## src/vsr_consts.svh

```systemverilog
`ifndef VSR_CONSTS_SVH
`define VSR_CONSTS_SVH

// word and field layout of one serial frame
`define VSR_WORD_W 16
`define VSR_RW_BIT 15
`define VSR_ADDR_HI 14
`define VSR_ADDR_LO 8
`define VSR_DATA_HI 7
`define VSR_BIT_LAST 4'hF

// register byte addresses, lower byte of each word
`define VSR_ADDR_ALM_Z 7'h70
`define VSR_ADDR_SEL 7'h72
`define VSR_ADDR_X 7'h74
`define VSR_ADDR_Y 7'h76
`define VSR_ADDR_Z 7'h78
`define VSR_ADDR_EVEN 7'h7E

// reset values and field widths
`define VSR_RESET_WORD 16'h0000
`define VSR_RESET_SEL 8'h00
`define VSR_RESET_BIN 12'h000
`define VSR_BIN_W 12
`define VSR_BIN_PAD 4'h0
`define VSR_SEL_PAD 8'h00

// selector codes
`define VSR_CODE_LAST 3'h6
`define VSR_FIXED_FIRST 3'h4
`define VSR_EXAMPLE_WORD 16'hF202
`define VSR_EXAMPLE_CODE 8'h02

// array sizes
`define VSR_AXES 3
`define VSR_METRICS 7

`endif

```

## src/vsr_pkg.sv

```systemverilog
package vsr_pkg;
   typedef logic [15:0] vsr_word_t;
   typedef logic [11:0] vsr_bin_t;
   // statistic chosen by the selector's low three bits
   typedef enum logic [2:0] {
      VSR_MEAN = 3'b000,
      VSR_STD_DEV = 3'b001,
      VSR_PEAK = 3'b010,
      VSR_PEAK_TO_PEAK = 3'b011,
      VSR_CREST = 3'b100,
      VSR_KURTOSIS = 3'b101,
      VSR_SKEWNESS = 3'b110
   } vsr_metric_t;
endpackage

```

## src/vsr_link_if.sv

```systemverilog
`timescale 1ns/1ns
// carries decoded frames to the registers and read data back
interface vsr_link_if;
   logic cmd_vld;
   vsr_pkg::vsr_word_t cmd_word;
   vsr_pkg::vsr_word_t rd_word;
   modport port (output cmd_vld, output cmd_word, input rd_word);
   modport regs (input cmd_vld, input cmd_word, output rd_word);
endinterface

```

## src/vsr_readout.sv

```systemverilog
`timescale 1ns/1ns
`include "vsr_consts.svh"
// Summary of operation
// - alarm bin in low twelve bits
// - bin and peak amplitude load together
// - selector picks statistic for all axes
// - codes 000..110 mean through skewness
// - codes 0..3 use buffer sample format
// - fixed metrics integer part in 15:8
// - fixed metrics fraction in 7:0
// - x result read-only, selected statistic
// - y result read-only, selected statistic
// - z result read-only, selected statistic
module vsr_readout (
   // clock and reset
   input logic mclk,
   input logic resetn,
   // serial pins
   input logic sclk,
   input logic cs_n,
   input logic mosi,
   output logic miso,
   // statistic engine, per axis and per metric, preformatted
   input vsr_pkg::vsr_word_t stat_in [`VSR_AXES][`VSR_METRICS],
   output logic [2:0] stat_code,
   output logic stat_fixed_fmt,
   // z peak alarm capture
   input logic alm_load,
   input vsr_pkg::vsr_bin_t alm_bin_in,
   input vsr_pkg::vsr_word_t alm_peak_in,
   output vsr_pkg::vsr_word_t peak_alarm_value
);
   import vsr_pkg::*;

   vsr_link_if link ();

   logic [7:0] sel_r;
   vsr_word_t res_r [`VSR_AXES];
   vsr_word_t pick [`VSR_AXES];
   vsr_word_t rd_word_r;
   vsr_bin_t bin_r;
   vsr_word_t peak_r;
   logic fixed_r;
   logic is_wr;
   logic sel_wr;
   logic rd_cmd;
   logic [6:0] addr_raw;
   logic [6:0] addr;
   vsr_metric_t code;

   vsr_spi_port u_port (
      .mclk(mclk),
      .resetn(resetn),
      .sclk(sclk),
      .cs_n(cs_n),
      .mosi(mosi),
      .miso(miso),
      .lnk(link.port)
   );

   // frame decode; odd read addresses fold onto their word
   assign is_wr = link.cmd_word[`VSR_RW_BIT];
   assign addr_raw = link.cmd_word[`VSR_ADDR_HI:`VSR_ADDR_LO];
   assign addr = addr_raw & `VSR_ADDR_EVEN;
   assign rd_cmd = link.cmd_vld & ~is_wr;
   // a write to the upper byte never reaches the selector
   // only the lower byte address steers the selector
   assign sel_wr = link.cmd_vld & is_wr & (addr_raw == `VSR_ADDR_SEL);
   assign code = vsr_metric_t'(sel_r[2:0]);

   // selector byte, upper bits stored but ignored
   always_ff @(posedge mclk or negedge resetn) begin
      if (!resetn) begin
         sel_r <= `VSR_RESET_SEL;
      end else if (sel_wr) begin
         sel_r <= link.cmd_word[`VSR_DATA_HI:0];
      end
   end

   // one selector drives every axis; code 111 reads zero
   generate
      for (genvar a = 0; a < `VSR_AXES; a++) begin : g_axis
         always_comb begin
            pick[a] = `VSR_RESET_WORD;
            if (code <= `VSR_CODE_LAST) begin
               pick[a] = stat_in[a][code];
            end
         end
         // live values: a read sees the engine's output registered one cycle earlier
         // result registers reset to zero, refreshed every cycle
         // two cycles after a selector write the new pick lands
         always_ff @(posedge mclk or negedge resetn) begin
            if (!resetn) begin
               res_r[a] <= `VSR_RESET_WORD;
            end else begin
               res_r[a] <= pick[a];
            end
         end
      end
   endgenerate

   // codes below crest factor keep the buffer format
   // the engine hands fixed metrics as 8.8, passed unchanged
   // flag tells the engine which format to produce
   always_ff @(posedge mclk or negedge resetn) begin
      if (!resetn) begin
         fixed_r <= 1'b0;
      end else begin
         fixed_r <= (code >= `VSR_FIXED_FIRST) &&
                    (code <= `VSR_CODE_LAST);
      end
   end

   // bin and amplitude share one strobe, never torn apart
   always_ff @(posedge mclk or negedge resetn) begin
      if (!resetn) begin
         bin_r <= `VSR_RESET_BIN;
         peak_r <= `VSR_RESET_WORD;
      end else if (alm_load) begin
         bin_r <= alm_bin_in;
         peak_r <= alm_peak_in;
      end
   end

   // read data is shifted out in the following frame
   // upper four bits of the bin word read as zero
   // z result read-only at 78
   // odd addresses were folded by the decode; others answer zero
   always_ff @(posedge mclk or negedge resetn) begin
      if (!resetn) begin
         rd_word_r <= `VSR_RESET_WORD;
      end else if (rd_cmd) begin
         case (addr)
            `VSR_ADDR_ALM_Z: rd_word_r <= {`VSR_BIN_PAD, bin_r};
            `VSR_ADDR_SEL: rd_word_r <= {`VSR_SEL_PAD, sel_r};
            `VSR_ADDR_X: rd_word_r <= res_r[0];
            `VSR_ADDR_Y: rd_word_r <= res_r[1];
            `VSR_ADDR_Z: rd_word_r <= res_r[2];
            default: rd_word_r <= `VSR_RESET_WORD;
         endcase
      end
   end

   assign link.rd_word = rd_word_r;
   assign stat_code = code;
   assign stat_fixed_fmt = fixed_r;
   assign peak_alarm_value = peak_r;
endmodule

```

## src/vsr_spi_port.sv

```systemverilog
`timescale 1ns/1ns
`include "vsr_consts.svh"
module vsr_spi_port (
   // clock and reset
   input logic mclk,
   input logic resetn,
   // serial pins
   input logic sclk,
   input logic cs_n,
   input logic mosi,
   output logic miso,
   // register side
   vsr_link_if.port lnk
);
   import vsr_pkg::*;

   logic [2:0] sclk_s_r;
   logic [2:0] cs_s_r;
   logic [1:0] mosi_s_r;
   logic [3:0] cnt_r;
   logic [14:0] rx_r;
   vsr_word_t cmd_word_r;
   vsr_word_t tx_r;
   logic cmd_vld_r;
   logic tx_out_r;
   logic active;
   logic rise;
   logic fall;
   logic cs_fall;

   // two flops per pin; bit [2] only keeps history for edges
   always_ff @(posedge mclk or negedge resetn) begin
      if (!resetn) begin
         sclk_s_r <= '1;
         cs_s_r <= '1;
         mosi_s_r <= '0;
      end else begin
         sclk_s_r <= {sclk_s_r[1:0], sclk};
         cs_s_r <= {cs_s_r[1:0], cs_n};
         mosi_s_r <= {mosi_s_r[0], mosi};
      end
   end

   // edges seen after the second flop only
   assign active = ~cs_s_r[1];
   assign rise = sclk_s_r[1] & ~sclk_s_r[2];
   assign fall = ~sclk_s_r[1] & sclk_s_r[2];
   assign cs_fall = ~cs_s_r[1] & cs_s_r[2];

   // shift in on rising sclk, msb first; select high restarts count
   always_ff @(posedge mclk or negedge resetn) begin
      if (!resetn) begin
         cnt_r <= '0;
         rx_r <= '0;
      end else if (!active) begin
         cnt_r <= '0;
      end else if (rise) begin
         cnt_r <= cnt_r + 4'h1;
         rx_r <= {rx_r[13:0], mosi_s_r[1]};
      end
   end

   always_ff @(posedge mclk or negedge resetn) begin
      if (!resetn) begin
         cmd_vld_r <= 1'b0;
         cmd_word_r <= `VSR_RESET_WORD;
      end else begin
         cmd_vld_r <= active & rise & (cnt_r == `VSR_BIT_LAST);
         if (active & rise & (cnt_r == `VSR_BIT_LAST)) begin
            cmd_word_r <= {rx_r, mosi_s_r[1]};
         end
      end
   end

   // answer to the previous frame's read, shifted on falling sclk
   always_ff @(posedge mclk or negedge resetn) begin
      if (!resetn) begin
         tx_r <= `VSR_RESET_WORD;
         tx_out_r <= 1'b0;
      end else if (cs_fall) begin
         tx_r <= lnk.rd_word;
      end else if (active & fall) begin
         tx_out_r <= tx_r[`VSR_WORD_W-1];
         tx_r <= {tx_r[14:0], 1'b0};
      end
   end

   assign miso = tx_out_r;
   assign lnk.cmd_vld = cmd_vld_r;
   assign lnk.cmd_word = cmd_word_r;
endmodule

```

## config.mk

```make
export PLATFORM = sky130hd
export DESIGN_NAME = vsr_readout
export DESIGN_NICKNAME = d
export VERILOG_FILES = /design/src/vsr_pkg.sv /design/src/vsr_link_if.sv /design/src/vsr_readout.sv /design/src/vsr_spi_port.sv
export VERILOG_INCLUDE_DIRS = /design/src /design/src/src
export SDC_FILE = /design/constraint.sdc
export NUM_CORES = 1
export LEC_CHECK = 0
export BUFFER_PORTS_ARGS = -buffer_cell sky130_fd_sc_hd__buf_2
export CORE_AREA = 4 4 148 150
export DETAILED_ROUTE_END_ITERATION = 6
export DIE_AREA = 0 0 152 154
export PLACE_DENSITY_LB_ADDON = 0.05
export SLEW_MARGIN = 20
export SYNTH_ARGS = -nofsm -noshare
export SYNTH_HDL_FRONTEND = slang
export SYNTH_SLANG_ARGS = --single-unit
```

## constraint.sdc

```tcl
create_clock -name mclk -period 2.2 [get_ports mclk]
set_input_delay 0 -clock mclk [delete_from_list [all_inputs] [get_ports mclk]]
set_output_delay 0 -clock mclk [all_outputs]
set_load 0.005 [all_outputs]
```

==> out/summary.txt <==
Synth Instances = 729
Max rail drop VDD = 0.485 mV
Reg clk slew, reported paths = 0.06 ns
# resized after CTS = 0
Synth Area per Inst = 11.9 um2
Initial antenna violation count = 4
Core Area = 20,700 um2
Hold buffer count at CTS = 80
Reg-to-Reg Start = sel_r[1]
Largest net degree at the start of global routing = 100
Worst-margin pin slew = 0.668 ns
Highest clock rate = 483 MHz
Residual DRC = 0
Area grow syn2layout = 42.3%
Status = completed
Cell area after synthesis = 8670 um2
Deepest clock path buffer count = 2
Largest cells by area after synthesis = dfrtp_1 (45%), mux4_2 (12%), mux2_2 (8.7%)
Worst-skew pair later-pin latency = 0.43 ns
WP data required = 2.55 ns
Max_cap viols = 0
Ys Warns = 0
CTS Buf Count = 17
# nets final = 1,554
Main synth FF type = dfrtp_1
CP max-delay cell = dfrtp_4
WP buf/inv = 2
Via count = 7,681
I/O pin cnt = 391
Worst slew margin = 55.5%
Worst hold path type = input pin to flop
Crit Path Class = flop to flop
Number of distinct library cells after synthesis = 44
Post-synth top area cell = dfrtp_1
Gpl congestion = 0.898
Total power draw = 7.18 mW
PwrDens = 582 nW/um2
Clock Skew = 0.00849 ns
Layout filler cell count = 1,806
Slew Limit Fails = 0
Most common cell in the netlist = dfrtp_1
ANT nets after route = 0
CP delay by family, top = buffers and inverters
Postcts setup bufs = 0
Chip Width = 152 um
Leakage = 5.84 nW
Effective utilization at floorplan = 41.9%
Unrepaired setup endpoints after global routing = no
Sequential share of the synthesized area = 46.9%
Drt pass-1 iters = 6
Layout Utilization = 59.6%
Critical Path Start = sel_r[1]
Die area = 23,400 um2
Clk sinks = 162
Port bufs = 390
Final Critical Period = 2.07 ns
DR vias/cell = 5.22
Crit path DAT = 2.42 ns
Core Rows = 53
Crit-path max FO = 36
CTS tree = yes
Count of final setup violators = 0
HPWL after DPL = 23.7 mm
Share of cells above drive strength 1 = 49.5%
Post-synth top area share = 45.0%
Worst Setup End Kind = flop
CP Launch Type = flop
Synth async-reset ratio = 100%
CTS root buf = clkbuf_16
Synth top cells by count = dfrtp_1 (156), nor2_1 (111), a21oi_1 (105)
Yosys reg bits = 162
Post-route setup TNS = 0 ns
Seq. cell area = 4070 um2
H-tree Lvls = 4
Final Non-Filler Cells = 1,472
DR iter-0 viols = 431
Global-route wire length before repair = 45.6 mm
Number of synthesized flops with an enable pin = 0
Crit-path cells = nor2b_4 > buf_12 > a21oi_1 > dlygate4sd3_1 > a21oi_1
WL/cell = 20.3 um
Vias in the first global route = 8,021
Die Span Y = 154 um
Grt ovf = 0
Crit path top cell by count = a21oi_1
Final wirelength = 29.9 mm
Multi-input gate area = 4220 um2
Placed instance count = 1,359
Worst min-delay path startpoint = stat_in[32]
Net Count, Synth = 1,100
Final hold vios = 0
Peak per-stage delay on the critical path = 0.71 ns
Crit share post-route = 94.1%
GRT Total Usage = 25.2%
==> area by class of cell <==
cell class                 count  area share [%]
multi-input combinational    489            34.2
sequential                   162            33.0
timing repair buffer         498            24.7
clock buffer                  19            3.59
tap                          275            2.79
clock inverter                13            1.22
inverter                      15           0.457
antenna                        1          0.0203
==> power breakdown <==
part	switching, mW	total (mW)	internal, mW	leakage (nW)
sequential	0.116	3.28	3.16	2.04
clock	1.24	2.96	1.72	0.279
combinational	0.359	0.941	0.582	3.52
==> routing by layer <==
layer / vias to the layer above / track usage [%] / part of all wire [%]
met5: - / 0 / 0.14
li1: 3609 / - / -
met4: 6 / 5.78 / 1.3
met3: 31 / 5.18 / 5.0
met2: 227 / 42.8 / 51
met1: 3808 / 33.5 / 43
==> registers in the layout, summed over array words and instances (netlist names), 2 cells and up <==
| name | count |
|---|---|
| bin_r | 12 |
| link.rd_word | 16 |
| peak_alarm_value | 16 |
| res_r | 48 |
| sel_r | 8 |
| u_port.cnt_r | 4 |
| u_port.cs_s_r | 3 |
| u_port.lnk.cmd_word | 16 |
| u_port.mosi_s_r | 2 |
| u_port.rx_r | 15 |
| u_port.sclk_s_r | 3 |
| u_port.tx_r | 16 |
==> cells in the final DEF (no fill, tap or decap), drive strengths merged, types with 2 or more instances in the layout <==
cell type	n
a22o	9
dfstp	6
mux2i	53
nor2	111
nand2	9
mux2	76
clkinv	3
bufinv	2
nand2b	2
a22oi	11
a2bb2oi	4
a221oi	8
dfrtp	156
inv	19
a21oi	105
a222oi	15
xor2	2
nor2b	8
and4	2
mux4	48
dlygate4sd3	80
and2b	2
clkbuf	19
nor3	2
o21ai	8
buf	418
clkinvlp	4
nand3	3
==> path summary, 6_finish.rpt <==
kind,to,slack (ns),cells after the start
worst max register to register,res_r[22],0.13,5
min in group asynchronous,u_port.cnt_r[2],0.15,2
worst min register to register,u_port.sclk_s_r[1],0.36,0
worst max-delay path,res_r[22],0.13,5
worst min-delay path,res_r[0],0.008,5
max in group asynchronous,res_r[36],1.37,3
==> kinds of logic (layout without fill, tap and decap cells) <==
logic type                 after synthesis  in the layout  synth area share (%)
muxes                                  177            177                  28.9
buffers and inverters                   78            545                  4.61
DFF                                    162            162                  46.9
adders and majority gates                1              1                 0.144
xor gates and xnor gates                 3              3                 0.303
and+or+nand+nor                        145            145                  7.59
other                                    0              1                     0
AOI/OAI and AO/OA                      163            163                  11.6
==> worst min-delay path, cell delays in order <==
cell	delay, ns
buf_2	0.07
mux2i_1	0.05
nor2_1	0.09
a21oi_1	0.05
a21oi_1	0.13
==> stage by stage <==
stage | cell area (um2) | hold WS, ns | setup slack [ns]
5_1_grt | 12300 | 0.0292 | 0.0181
3_3_place_gp | 10900 | 0.0712 | 0.169
4_1_cts | 12300 | 0.000589 | 0.118
2_1_floorplan | 8670 | -0.296 | 0.349
3_5_place_dp | 10900 | 0.0644 | 0.163
6_report | 12300 | 0.00751 | 0.129
No activity file was read; power rests on OpenSTA's default activity.
